===== config.mk =====
export PLATFORM = sky130hd
export DESIGN_NAME = ccp_clock_ctrl
export DESIGN_NICKNAME = d
export VERILOG_FILES = /design/src/logic/ccp_pkg.sv /design/src/logic/ccp_div_if.sv /design/src/logic/ccp_sync2.sv /design/src/logic/ccp_tick_div.sv /design/src/logic/ccp_clock_ctrl.sv
export SDC_FILE = /design/constraint.sdc
export NUM_CORES = 1
export LEC_CHECK = 0
export CAP_MARGIN = 20
export CELL_PAD_IN_SITES_DETAIL_PLACEMENT = 1
export CELL_PAD_IN_SITES_GLOBAL_PLACEMENT = 1
export CORE_MARGIN = 8
export CORE_UTILIZATION = 35
export CTS_CLUSTER_DIAMETER = 60
export DETAILED_ROUTE_END_ITERATION = 12
export DONT_BUFFER_PORTS = 1
export MAX_ROUTING_LAYER = met4
export PLACE_DENSITY_LB_ADDON = 0.1
export SKIP_LAST_GASP = 1
export SYNTH_ARGS = -nofsm -noshare
export SYNTH_HDL_FRONTEND = slang
export SYNTH_SLANG_ARGS = --single-unit

===== constraint.sdc =====
create_clock -name core_clk -period 3.8 [get_ports core_clk]
set_clock_uncertainty 0.2 [all_clocks]
set_input_delay 0.76 -clock core_clk [delete_from_list [all_inputs] [get_ports core_clk]]
set_output_delay 0.76 -clock core_clk [all_outputs]
set_load 0.1 [all_outputs]

===== src/logic/ccp_pkg.sv =====
// Package with register map, field layout and encodings of the clock control block
package ccp_pkg;

  localparam int ADDR_W   = 8;
  localparam int DATA_W   = 32;
  localparam int PREDIV_W = 8;
  localparam int MULT_W   = 15;
  localparam int USBDIV_W = 4;
  localparam int SEL_W    = 3;

  // Register byte offsets
  localparam logic [ADDR_W-1:0] REG_SRC_SEL  = 8'h00;
  localparam logic [ADDR_W-1:0] REG_PLL_CTRL = 8'h04;
  localparam logic [ADDR_W-1:0] REG_PLL_CFG  = 8'h08;
  localparam logic [ADDR_W-1:0] REG_STATUS   = 8'h0C;
  localparam logic [ADDR_W-1:0] REG_USB_CTRL = 8'h10;
  localparam logic [ADDR_W-1:0] REG_CLKOUT   = 8'h14;
  localparam logic [ADDR_W-1:0] REG_OSC_CTRL = 8'h18;
  localparam logic [ADDR_W-1:0] REG_PWR_CTRL = 8'h1C;

  // Field positions
  localparam int PLL_EN_BIT     = 0;
  localparam int PLL_CONN_BIT   = 1;
  localparam int CFG_N_LSB      = 0;
  localparam int CFG_M_LSB      = 16;
  localparam int USB_EN_BIT     = 0;
  localparam int USB_DIV_LSB    = 4;
  localparam int CLKOUT_SEL_LSB = 0;
  localparam int CLKOUT_EN_BIT  = 8;
  localparam int OSC_EN_BIT     = 0;
  localparam int PWR_DOWN_BIT   = 0;
  localparam int SRC_LSB        = 0;

  // Status layout
  localparam int ST_PLL_EN     = 0;
  localparam int ST_PLL_CONN   = 1;
  localparam int ST_PLL_LOCK   = 2;
  localparam int ST_USB_EN     = 3;
  localparam int ST_USB_LOCK   = 4;
  localparam int ST_OSC_READY  = 5;
  localparam int ST_USB_ACTIVE = 6;
  localparam int ST_SRC_LSB    = 8;

  // Reset values
  localparam logic [PREDIV_W-1:0] RST_PREDIV_M1 = 8'h00;
  localparam logic [MULT_W-1:0]   RST_MULT_M1   = 15'h0000;
  localparam logic [USBDIV_W-1:0] RST_USBDIV_M1 = 4'h5;
  localparam int                  OSC_WAKE_CYCLES = 4096;

  typedef enum logic [1:0] {
    SRC_IRC      = 2'h0,
    SRC_MAIN_OSC = 2'h1,
    SRC_RTC      = 2'h2
  } ccp_src_t;

  typedef enum logic [2:0] {
    CO_CORE     = 3'h0,
    CO_IRC      = 3'h1,
    CO_MAIN_OSC = 3'h2,
    CO_RTC      = 3'h3,
    CO_USB      = 3'h4
  } ccp_clkout_t;

  typedef enum logic [3:0] {
    PLL_OFF       = 4'h1,
    PLL_LOCKING   = 4'h2,
    PLL_LOCKED    = 4'h4,
    PLL_CONNECTED = 4'h8
  } ccp_pll_state_t;

endpackage : ccp_pkg


===== src/logic/ccp_div_if.sv =====
// Interface joining the controller to a programmable tick divider
`timescale 1ns/10ps
interface ccp_div_if #(parameter int W = 8);
  logic         tick_in;
  logic [W-1:0] div_m1;
  logic         tick_out;

  modport ctrl (output tick_in, output div_m1, input tick_out);
  modport div  (input tick_in, input div_m1, output tick_out);
endinterface : ccp_div_if


===== src/logic/ccp_sync2.sv =====
// Two flip-flop level synchroniser
`timescale 1ns/10ps
module ccp_sync2 (
  input  wire logic core_clk,
  input  wire logic sys_rst,
  input  wire logic d,
  output logic      q
);
  logic meta;

  always_ff @(posedge core_clk) begin
    if (sys_rst) begin
      meta <= 1'b0;
      q    <= 1'b0;
    end else begin
      meta <= d;
      q    <= meta;
    end
  end
endmodule : ccp_sync2


===== src/logic/ccp_tick_div.sv =====
// Programmable divider: one output tick per (div_m1 + 1) input ticks
`timescale 1ns/10ps
module ccp_tick_div #(parameter int W = 8) (
  input  wire logic core_clk,
  input  wire logic sys_rst,
  ccp_div_if.div    dv
);
  logic [W-1:0] count;
  wire          wrap = (count >= dv.div_m1);

  always_ff @(posedge core_clk) begin
    if (sys_rst) begin
      count       <= '0;
      dv.tick_out <= 1'b0;
    end else begin
      dv.tick_out <= dv.tick_in & wrap;
      if (dv.tick_in) begin
        count <= wrap ? '0 : count + 1'b1;
      end
    end
  end
endmodule : ccp_tick_div


===== src/logic/ccp_clock_ctrl.sv =====
// Clock source selection, main and USB clock path control, clock output and wake-up timer
//
// Overview of operation
// - after reset the core clock comes from the internal RC oscillator until changed.
// - software picks main, internal RC or RTC oscillator as main PLL reference.
// - the reference is pre-divided by a programmable value from 1 to 256.
// - oscillator output divided by 1 to 32768, compared with reference by a PFD.
// - main PLL is off and bypassed after reset and on power-down entry.
// - PLL is enabled by software: configure, enable, wait lock, then connect.
// - the USB PLL uses the main oscillator and feeds only the USB clock.
// - the USB PLL stays disabled after reset until software enables it.
// - with the USB PLL disabled, USB clock is derived from the main PLL.
// - the USB clock output has a 50 percent duty cycle.
// - clock output pin selects core, internal RC, main osc, RTC or USB clock.
// - at power-up and on wake the core runs from the internal RC oscillator; wake leaves a connected main PLL driving the core.
// - a wake-up timer flags the main oscillator ready after its start-up count.
//
// Decided for this implementation: the placing of the registers and the address-and-strobe port.
`timescale 1ns/10ps
module ccp_clock_ctrl
  import ccp_pkg::*;
#(
  parameter int WAKE_CYCLES = OSC_WAKE_CYCLES
) (
  input  wire logic              core_clk,
  input  wire logic              sys_rst,
  input  wire logic [ADDR_W-1:0] reg_addr,
  input  wire logic [DATA_W-1:0] reg_wdata,
  input  wire logic              reg_wr,
  input  wire logic              reg_rd,
  output logic      [DATA_W-1:0] reg_rdata,
  input  wire logic              irc_tick,
  input  wire logic              main_osc_tick,
  input  wire logic              rtc_tick,
  input  wire logic              cco_tick,
  input  wire logic              main_pll_lock,
  input  wire logic              usb_pll_tick,
  input  wire logic              usb_pll_lock,
  input  wire logic              wake_event,
  output logic                   main_osc_en,
  output logic      [1:0]        main_pll_src,
  output logic                   main_pll_en,
  output logic                   main_pll_connect,
  output logic                   pfd_up,
  output logic                   pfd_dn,
  output logic                   core_clock,
  output logic                   usb_pll_en,
  output logic                   usb_clk,
  output logic                   clkout_pin
);

  localparam int WAKE_W = $clog2(WAKE_CYCLES + 1);
  localparam logic [WAKE_W-1:0] WAKE_LAST = WAKE_W'(WAKE_CYCLES - 1);

  // Selects one of the three oscillator ticks by source code
  function automatic logic pick_osc(input logic [1:0] sel, input logic internal_rc_osc,
                                    input logic osc, input logic rtc);
    pick_osc = (sel == SRC_MAIN_OSC) ? osc :
               (sel == SRC_RTC)      ? rtc : internal_rc_osc;
  endfunction : pick_osc

  // Register write decode
  wire wr_src    = reg_wr && (reg_addr == REG_SRC_SEL);
  wire wr_ctrl   = reg_wr && (reg_addr == REG_PLL_CTRL);
  wire wr_cfg    = reg_wr && (reg_addr == REG_PLL_CFG);
  wire wr_usb    = reg_wr && (reg_addr == REG_USB_CTRL);
  wire wr_clkout = reg_wr && (reg_addr == REG_CLKOUT);
  wire wr_osc    = reg_wr && (reg_addr == REG_OSC_CTRL);
  wire wr_pwr    = reg_wr && (reg_addr == REG_PWR_CTRL);

  wire pd_enter  = wr_pwr && reg_wdata[PWR_DOWN_BIT];
  wire [1:0] wr_src_val = reg_wdata[SRC_LSB +: 2];
  wire wr_en_bit   = reg_wdata[PLL_EN_BIT];
  wire wr_conn_bit = reg_wdata[PLL_CONN_BIT];

  // Control state
  logic [1:0]          src_sel;
  logic [PREDIV_W-1:0] prediv_m1;
  logic [MULT_W-1:0]   mult_m1;
  logic [USBDIV_W-1:0] usbdiv_m1;
  logic [SEL_W-1:0]    clkout_sel;
  logic                clkout_en;
  logic                osc_ready;
  logic [WAKE_W-1:0]   wake_count;
  ccp_pll_state_t      pll_state;
  ccp_pll_state_t      next_pll_state;

  // Synchronised lock indications
  logic main_lock_s;
  logic usb_lock_s;

  ccp_sync2 u_main_lock (
    .core_clk (core_clk),
    .sys_rst  (sys_rst),
    .d        (main_pll_lock),
    .q        (main_lock_s)
  );

  ccp_sync2 u_usb_lock (
    .core_clk (core_clk),
    .sys_rst  (sys_rst),
    .d        (usb_pll_lock),
    .q        (usb_lock_s)
  );

  // Pre-divider, feedback divider and USB fallback divider
  ccp_div_if #(.W(PREDIV_W)) ref_if ();
  ccp_div_if #(.W(MULT_W))   fb_if ();
  ccp_div_if #(.W(USBDIV_W)) usb_if ();

  wire ref_tick = pick_osc(src_sel, irc_tick, main_osc_tick, rtc_tick);

  assign ref_if.tick_in = ref_tick & main_pll_en;
  assign ref_if.div_m1  = prediv_m1;
  assign fb_if.tick_in  = cco_tick & main_pll_en;
  assign fb_if.div_m1   = mult_m1;
  assign usb_if.tick_in = cco_tick & main_pll_en;
  assign usb_if.div_m1  = usbdiv_m1;

  ccp_tick_div #(.W(PREDIV_W)) u_prediv (
    .core_clk (core_clk),
    .sys_rst  (sys_rst),
    .dv       (ref_if)
  );

  ccp_tick_div #(.W(MULT_W)) u_fbdiv (
    .core_clk (core_clk),
    .sys_rst  (sys_rst),
    .dv       (fb_if)
  );

  ccp_tick_div #(.W(USBDIV_W)) u_usbdiv (
    .core_clk (core_clk),
    .sys_rst  (sys_rst),
    .dv       (usb_if)
  );

  // Main PLL sequencing: enable, lock, connect
  always_comb begin
    next_pll_state = pll_state;
    unique case (pll_state)
      PLL_OFF: begin
        if (wr_ctrl && wr_en_bit) begin
          next_pll_state = PLL_LOCKING;
        end
      end
      PLL_LOCKING: begin
        if (wr_ctrl && !wr_en_bit) begin
          next_pll_state = PLL_OFF;
        end else if (main_lock_s) begin
          next_pll_state = PLL_LOCKED;
        end
      end
      PLL_LOCKED: begin
        if (wr_ctrl && !wr_en_bit) begin
          next_pll_state = PLL_OFF;
        end else if (!main_lock_s) begin
          next_pll_state = PLL_LOCKING;
        end else if (wr_ctrl && wr_conn_bit) begin
          next_pll_state = PLL_CONNECTED;
        end
      end
      PLL_CONNECTED: begin
        if (wr_ctrl && !wr_en_bit) begin
          next_pll_state = PLL_OFF;
        end else if (!main_lock_s) begin
          next_pll_state = PLL_LOCKING;
        end else if (wr_ctrl && !wr_conn_bit) begin
          next_pll_state = PLL_LOCKED;
        end
      end
      default: next_pll_state = PLL_OFF;
    endcase
    if (pd_enter) begin
      next_pll_state = PLL_OFF;
    end
  end

  always_ff @(posedge core_clk) begin
    if (sys_rst) begin
      pll_state        <= PLL_OFF;
      main_pll_en      <= 1'b0;
      main_pll_connect <= 1'b0;
    end else begin
      pll_state        <= next_pll_state;
      main_pll_en      <= (next_pll_state != PLL_OFF);
      main_pll_connect <= (next_pll_state == PLL_CONNECTED);
    end
  end

  // Source select; main osc refused until its wake-up timer has run out
  wire src_legal = (wr_src_val == SRC_IRC) || (wr_src_val == SRC_RTC) ||
                   ((wr_src_val == SRC_MAIN_OSC) && osc_ready);

  always_ff @(posedge core_clk) begin
    if (sys_rst) begin
      src_sel <= SRC_IRC;
    end else if (pd_enter || wake_event) begin
      src_sel <= SRC_IRC;
    end else if (wr_src && src_legal) begin
      src_sel <= wr_src_val;
    end
  end

  assign main_pll_src = src_sel;

  // Pre-divider and feedback divider only change while the PLL is off, so a running loop is never disturbed
  always_ff @(posedge core_clk) begin
    if (sys_rst) begin
      prediv_m1 <= RST_PREDIV_M1;
      mult_m1   <= RST_MULT_M1;
    end else if (wr_cfg && (pll_state == PLL_OFF)) begin
      prediv_m1 <= reg_wdata[CFG_N_LSB +: PREDIV_W];
      mult_m1   <= reg_wdata[CFG_M_LSB +: MULT_W];
    end
  end

  // Phase-frequency detector on the divided reference and feedback
  always_ff @(posedge core_clk) begin
    if (sys_rst || !main_pll_en) begin
      pfd_up <= 1'b0;
      pfd_dn <= 1'b0;
    end else if (ref_if.tick_out && !fb_if.tick_out) begin
      pfd_up <= !pfd_dn;
      pfd_dn <= 1'b0;
    end else if (fb_if.tick_out && !ref_if.tick_out) begin
      pfd_dn <= !pfd_up;
      pfd_up <= 1'b0;
    end
  end

  // Main oscillator enable and wake-up timer
  always_ff @(posedge core_clk) begin
    if (sys_rst) begin
      main_osc_en <= 1'b0;
    end else if (pd_enter) begin
      main_osc_en <= 1'b0;
    end else if (wr_osc) begin
      main_osc_en <= reg_wdata[OSC_EN_BIT];
    end
  end

  // Counts oscillator ticks so the main osc cannot be selected until its start-up count has run out
  always_ff @(posedge core_clk) begin
    if (sys_rst || !main_osc_en) begin
      wake_count <= '0;
      osc_ready  <= 1'b0;
    end else if (main_osc_tick && !osc_ready) begin
      wake_count <= wake_count + 1'b1;
      osc_ready  <= (wake_count == WAKE_LAST);
    end
  end

  // USB clock path
  always_ff @(posedge core_clk) begin
    if (sys_rst) begin
      usb_pll_en <= 1'b0;
      usbdiv_m1  <= RST_USBDIV_M1;
    end else if (pd_enter) begin
      usb_pll_en <= 1'b0;
    end else if (wr_usb) begin
      usb_pll_en <= reg_wdata[USB_EN_BIT];
      usbdiv_m1  <= reg_wdata[USB_DIV_LSB +: USBDIV_W];
    end
  end

  // Dedicated PLL only once locked; the main PLL path covers the gap
  wire usb_pll_active = usb_pll_en && usb_lock_s;
  wire usb_tick = usb_pll_active ? usb_pll_tick : usb_if.tick_out;

  // Toggling on every source tick keeps high and low halves equal
  always_ff @(posedge core_clk) begin
    if (sys_rst) begin
      usb_clk <= 1'b0;
    end else if (usb_tick) begin
      usb_clk <= !usb_clk;
    end
  end

  // Core clock: bypassed reference until the PLL is connected
  wire core_tick = main_pll_connect ? cco_tick : ref_tick;

  always_ff @(posedge core_clk) begin
    if (sys_rst) begin
      core_clock <= 1'b0;
    end else if (core_tick) begin
      core_clock <= !core_clock;
    end
  end

  // Clock output pin
  always_ff @(posedge core_clk) begin
    if (sys_rst) begin
      clkout_sel <= CO_CORE;
      clkout_en  <= 1'b0;
    end else if (wr_clkout) begin
      clkout_sel <= reg_wdata[CLKOUT_SEL_LSB +: SEL_W];
      clkout_en  <= reg_wdata[CLKOUT_EN_BIT];
    end
  end

  wire clkout_tick = (clkout_sel == CO_CORE)     ? core_tick     :
                     (clkout_sel == CO_IRC)      ? irc_tick      :
                     (clkout_sel == CO_MAIN_OSC) ? main_osc_tick :
                     (clkout_sel == CO_RTC)      ? rtc_tick      :
                     (clkout_sel == CO_USB)      ? usb_tick      : 1'b0;

  always_ff @(posedge core_clk) begin
    if (sys_rst || !clkout_en) begin
      clkout_pin <= 1'b0;
    end else if (clkout_tick) begin
      clkout_pin <= !clkout_pin;
    end
  end

  // Read path
  wire [DATA_W-1:0] status_word = {
    22'h000000,
    src_sel,
    1'b0,
    usb_pll_active,
    osc_ready,
    usb_lock_s,
    usb_pll_en,
    main_lock_s,
    main_pll_connect,
    main_pll_en
  };

  wire [DATA_W-1:0] rd_mux =
    (reg_addr == REG_SRC_SEL)  ? {30'h00000000, src_sel} :
    (reg_addr == REG_PLL_CTRL) ? {30'h00000000, main_pll_connect, main_pll_en} :
    (reg_addr == REG_PLL_CFG)  ? {1'b0, mult_m1, 8'h00, prediv_m1} :
    (reg_addr == REG_STATUS)   ? status_word :
    (reg_addr == REG_USB_CTRL) ? {24'h000000, usbdiv_m1, 3'h0, usb_pll_en} :
    (reg_addr == REG_CLKOUT)   ? {23'h000000, clkout_en, 5'h00, clkout_sel} :
    (reg_addr == REG_OSC_CTRL) ? {31'h00000000, main_osc_en} : 32'h00000000;

  always_ff @(posedge core_clk) begin
    if (sys_rst) begin
      reg_rdata <= 32'h00000000;
    end else if (reg_rd) begin
      reg_rdata <= rd_mux;
    end else begin
      reg_rdata <= 32'h00000000;
    end
  end

endmodule : ccp_clock_ctrl


=== After elaboration in Yosys (flattened, before gate mapping) ===
Cells that the tools add are included.
W data, S select, Z words.

* $lt $le $gt $ge: 3
* Multiplexer cells: 32
* $add $sub $neg: 4
* Bitwise gates (word level): 7
* Reductions and logical operators: 50
* Equality and inequality tests: 22

{| class="wikitable"
|+ Operator list
! cell !! number
|-
| $mux W4 || 11
|-
| $eq A8 B5 Y1 const B || 4
|-
| $mux W31 || 1
|-
| $logic_and A1 B1 Y1 || 19
|-
| $mux W9 || 2
|-
| $eq A8 B4 Y1 const B || 2
|-
| $pmux W4 S4 || 1
|-
| $add A15 B1 Y15 const B || 1
|-
| $ge A15 B15 Y1 || 1
|-
| $mux W15 || 1
|-
| $add A13 B1 Y13 const B || 1
|-
| $eq A13 B12 Y1 const B || 1
|-
| $logic_not A1 Y1 || 13
|-
| $mux W1 || 12
|-
| $mux W10 || 1
|-
| $add A8 B1 Y8 const B || 1
|-
| $eq A4 B4 Y1 const B || 2
|-
| $eq A8 B3 Y1 const B || 1
|-
| $ge A8 B8 Y1 || 1
|-
| $logic_not A8 Y1 || 1
|-
| $mux W8 || 1
|-
| $reduce_or A2 Y1 || 4
|-
| $reduce_or A8 Y1 || 1
|-
| $eq A3 B2 Y1 const B || 2
|-
| other kinds (20) || 33
|}

* Input port bits: 52
* Logic and storage cells: 150
* Output and inout port bits: 43
* Register bits after elaboration: 126

=== Depth between registers and ports, before layout ===
* Depth after elaboration: 9
* Gate-level depth with buffers: 8
* Depth with buffers taken out: 7

=== Modules after synthesis ===
From an unflattened synthesis, not the netlist that was laid out.

* Cell total of the unflattened synthesis: 651
* Area total of the unflattened synthesis: 5,908.2 um^2

{| class="wikitable"
|+ Modules (own cells, without submodules)
! module !! times used !! area an instance (um^2) !! cells each !! sequential area each (um^2)
|-
| ccp_clock_ctrl || 1 || 3,652.3 || 410 || 1,701.6
|-
| ccp_tick_div (u_fbdiv) || 1 || 1,197.4 || 133 || 320.3
|-
| ccp_tick_div (u_prediv) || 1 || 610.6 || 64 || 180.2
|-
| ccp_tick_div (u_usbdiv) || 1 || 342.8 || 36 || 100.1
|-
| ccp_sync2 || 2 || 52.6 || 4 || 40.0
|}

=== Worst setup path after synthesis ===
OpenSTA, ideal clock, no wires.

* Path kind: input-to-reg
* Start: in reg_addr[1]
* End: reg usbdiv_m1[0] (netlist: usb_if.div_m1[0])
* Stages: 6
* Setup time: 0.120 ns
* Arrival time: 2.097 ns
* Slack: 1.384 ns
* Required time: 3.480 ns
* Buffers on the path: 1
* Cell sequence: or4_4 nor4_4 and3_1 buf_4 nor2b_1 a211o_1

* Longest elaborated chain between the ends: 5
* Elaborated cells on any way between the ends: 7
* Classes of those cells: eq/ne (2); bitwise (1); reduce/logical (4)

{| class="wikitable"
|+ Ends and longest elaborated chain
! what !! RTL line !! RTL
|-
| start: declaration || ccp_clock_ctrl.sv:27 || <nowiki>input wire logic [ADDR_W-1:0] reg_addr,</nowiki>
|-
| $eq A8 B5 Y1 || ccp_clock_ctrl.sv:69 || <nowiki>wire wr_pwr = reg_wr && (reg_addr == REG_PWR_CTRL);</nowiki>
|-
| $logic_and A1 B1 Y1 || ccp_clock_ctrl.sv:69 ||
|-
| $logic_and A1 B1 Y1 || ccp_clock_ctrl.sv:71 || <nowiki>wire pd_enter = wr_pwr && reg_wdata[PWR_DOWN_BIT];</nowiki>
|-
| $not A1 Y1 (no line) || n/a ||
|-
| $reduce_and A2 Y1 (no line) * || n/a ||
|-
| end signal: assignment || ccp_clock_ctrl.sv:263 || <nowiki>usbdiv_m1 <= reg_wdata[USB_DIV_LSB +: USBDIV_W];</nowiki>
|-
| end: declaration || ccp_clock_ctrl.sv:80 || <nowiki>logic [USBDIV_W-1:0] usbdiv_m1;</nowiki>
|}

Every way passes the cells marked *; elsewhere a longest branch is shown, timed or not.
A chain may end at the register's enable or synchronous reset.

=== Final worst setup path ===
* Start: reg mult_m1[14] (netlist: fb_if.div_m1[14])
* End: reg u_fbdiv.dv.tick_out

* Longest elaborated chain between the ends: 2

{| class="wikitable"
|+ Ends and longest elaborated chain
! what !! RTL line !! RTL
|-
| start: declaration || ccp_clock_ctrl.sv:79 || <nowiki>logic [MULT_W-1:0] mult_m1;</nowiki>
|-
| start signal: assignment || ccp_clock_ctrl.sv:214 || <nowiki>mult_m1 <= reg_wdata[CFG_M_LSB +: MULT_W];</nowiki>
|-
| $ge A15 B15 Y1 || ccp_tick_div.sv:9 || <nowiki>wire wrap = (count >= dv.div_m1);</nowiki>
|-
| $and A1 B1 Y1 || ccp_tick_div.sv:16 || <nowiki>dv.tick_out <= dv.tick_in & wrap;</nowiki>
|-
| end signal: assignment || ccp_tick_div.sv:16 ||
|-
| end: declaration || ccp_div_if.sv:9 || <nowiki>modport div (input tick_in, input div_m1, output tick_out);</nowiki>
|}

No other way between the ends.

==> flow_summary.yaml <==
clocking:
  clkLatencyLatePin_ns: 0.42
  holdBufCountCts: 0
  cts_resized: 0
  clk_pin_slew_worst_paths_ns: 0.05
  clockBufferDepth: 2
  cts_htree_levels: 4
  postCtsSetupBuffers: 0
  cts.sinks: 119
  cts_inserted_buffers: 17
  cts_tree: "done"
  cts_root_buf: "clkbuf_16"
sta:
  maxSlewViolCount: 0
  fin_crit_ns: 2.71
  worstMarginPinSlew_ns: 1.04
  max_freq_mhz: 370
  fin_crit_sh: 0.712
  hold_viol_final: 0
  tns_ns: 0
  fin_ws_ns: 1.09
  maxSlewHeadroom: 0.305
  setup_viol: 0
  rsz0062_at_grt: "false"
cells_and_area:
  drive_gt1_frac: 0.0811
  syn_to_final_growth_pct: 15.0
  seqCellArea_um2: 2380
  multiInputGateArea_um2: 2970
  nNetsFinal: 739
  num_antenna_cells: 0
  final_util: 0.410
  n_fill_cell: 1840
detailed_routing:
  vias: 4651
  drt_wl_total_um: 16500
  postRouteAntennaNets: 0
  wire_per_inst_um: 18.8
  drc_errors: 0
  dr.pass1.iters: 5
  drt_iter0_drc: 202
  viasPerCell: 5.27
yosys:
  ys_seq_area_frac: 0.422
  avgSynthCellArea_um2: 8.64
  yosys_warnings: 0
  syn_inst: 654
  synth_top_area_frac: 0.422
  synth_flop_cell: "dfxtp_1"
  ys_seq_elements: 119
  yosys.area.top_type: "dfxtp_1"
  synth.most_common_cell: "dfxtp_1"
  syn_area_um2: 5650
  ys_types: 61
  synthTopCellsByCount: "dfxtp_1 (119), nand2_1 (93), nor2_1 (49)"
  synth.area.top_cells: "dfxtp_1 (42%), ha_1 (7.3%), nand2_1 (6.2%), a21oi_1 (4.2%), nor2_1 (3.3%)"
  synth_edf_count: 0
  postSynth.asyncResetShare: 0
grt:
  busiest_layer: "met2"
  grt.total_usage: 0.174
  antenna_found_initial: 0
  grt_util_met3: 0.0544
  grt_pass1_vias: 4979
  grt_max_degree: 70
  met1_usage: 0.186
  use_met2: 0.294
  grt_pass1_wl_um: 26400
  overflow: 0
floorplanning:
  io_pins: 95
  start_util: 0.357
  rows: 46
  design.core.area_um2: 15800
  die_x_um: 143
  die_y_um: 143
  dieArea_um2: 20500
min_path:
  holdPathStages: 1
  hold_start: "sys_rst"
  hp-class: "primary input to flop"
  hold-path-endpoint: "fb_if.div_m1[13]"
critical_path:
  cp.arrival_ns: 2.83
  required_ns: 3.93
  r2r_cells: 7
  end_kind: "flop"
  reg2reg_slack_ns: 1.09
  critPathMaxFanout: 8
  path_class: "flop to flop"
  r2r-start: "fb_if.div_m1[14]"
  cp-start-kind: "flop"
  r2r-end: "u_fbdiv.dv.tick_out"
placement:
  dp_slack_ns: 0.867
  gp_congestion: 0.791
  port_buffers: 0
  dp_hpwl_um: 12200
power_and_ir_drop:
  power_mw: 3.09
  p_leak_nw: 2.31
  power.density_nw_per_um2: 475
  ir_drop_v: 0.000345
run:
  maxCapViolCount: 0
outcome:
  status: "completed"
## registers in the layout, indices dropped and copies added (netlist names), 2 cells and up
register        cells
reg_rdata          25
fb_if.div_m1       15
u_fbdiv.count      15
wake_count         13
prediv_m1           8
u_prediv.count      8
pll_state           4
u_usbdiv.count      4
usb_if.div_m1       4
clkout_sel          3
main_pll_src        2
## final cells by class
| type | count | share of cell area |
|---|---|---|
| Multi-Input combinational cell | 468 | 0.457 |
| Clock buffer | 21 | 0.0709 |
| Sequential cell | 119 | 0.367 |
| Inverter | 37 | 0.0214 |
| Clock inverter | 10 | 0.0270 |
| Tap cell | 216 | 0.0416 |
| Timing Repair Buffer | 11 | 0.0158 |
## stage by stage
stage          hold WS (ns)  cells  cell area (µm²)
6_report              0.219    882             6490
5_1_grt               0.195    882             6490
4_1_cts               0.195    881             6470
3_5_place_dp          0.239    850             5830
3_3_place_gp          0.228    850             5830
2_1_floorplan         0.214    660             5670
## kinds of logic (layout without fill, tap and decap cells)
family	Yosys count	count (layout)	share of synthesized area
AO/OA/AOI/OAI	122	122	0.141
XOR/XNOR	34	34	0.0527
other	1	7	0.000664
AND/OR/NAND/NOR	260	260	0.232
flip-flops	119	119	0.422
buffers and inverters	73	79	0.0574
adder cells (fa/ha/maj)	33	33	0.0731
multiplexers	12	12	0.0215
## cell usage in the layout, fill, tap and decap left out, types with 4 or more instances in the layout
cell type,n
xnor2_1,14
ha_1,33
nand4_1,11
a21o_1,7
nor4_1,7
clkinv_2,5
bufinv_16,5
nor2b_1,11
and3_1,8
o21ai_0,15
mux2i_1,11
clkbuf_16,17
conb_1,7
o2111ai_1,7
and4_1,5
nand2_1,93
nor3b_1,4
nand2b_1,8
nor3_1,22
a21oi_1,47
nand3_1,18
nor2_1,49
dfxtp_1,119
inv_1,37
buf_4,10
xor2_1,20
or3_1,5
a211oi_1,16
## where the power goes
| group | switching, mW | internal [mW] |
|---|---|---|
| logic | 0.0523 | 0.0157 |
| clock network | 0.570 | 1.19 |
| registers | 0.0108 | 1.25 |
| total | 0.633 | 2.46 |
## worst max-delay path by stage
stage / start / end / depth (start not counted)
finish: fb_if.div_m1[14] / u_fbdiv.dv.tick_out / 7
global route: fb_if.div_m1[14] / u_fbdiv.dv.tick_out / 7
CTS: fb_if.div_m1[14] / u_fbdiv.dv.tick_out / 7
detailed placement: reg_addr[4] / reg_rdata[6] / 5
global placement: reg_addr[4] / reg_rdata[6] / 5
floorplan: reg_addr[1] / usb_if.div_m1[0] / 6
## worst max-delay path, cell delays in order, from the launching register on
cell	delay, ns
dfxtp_1	0.33
inv_1	0.09
ha_1	0.32
and4_1	0.30
nand4_1	0.31
o21ai_0	0.57
buf_4	0.27
nor3b_1	0.22
## layer usage
| metal | wire (µm) | part of all wire |
|---|---|---|
| met4 | 367 | 0.022 |
| met2 | 8230 | 0.50 |
| met1 | 7030 | 0.42 |
| met3 | 916 | 0.055 |
| met5 | 0 | 0 |
Power figures use the tool's default switching activity.
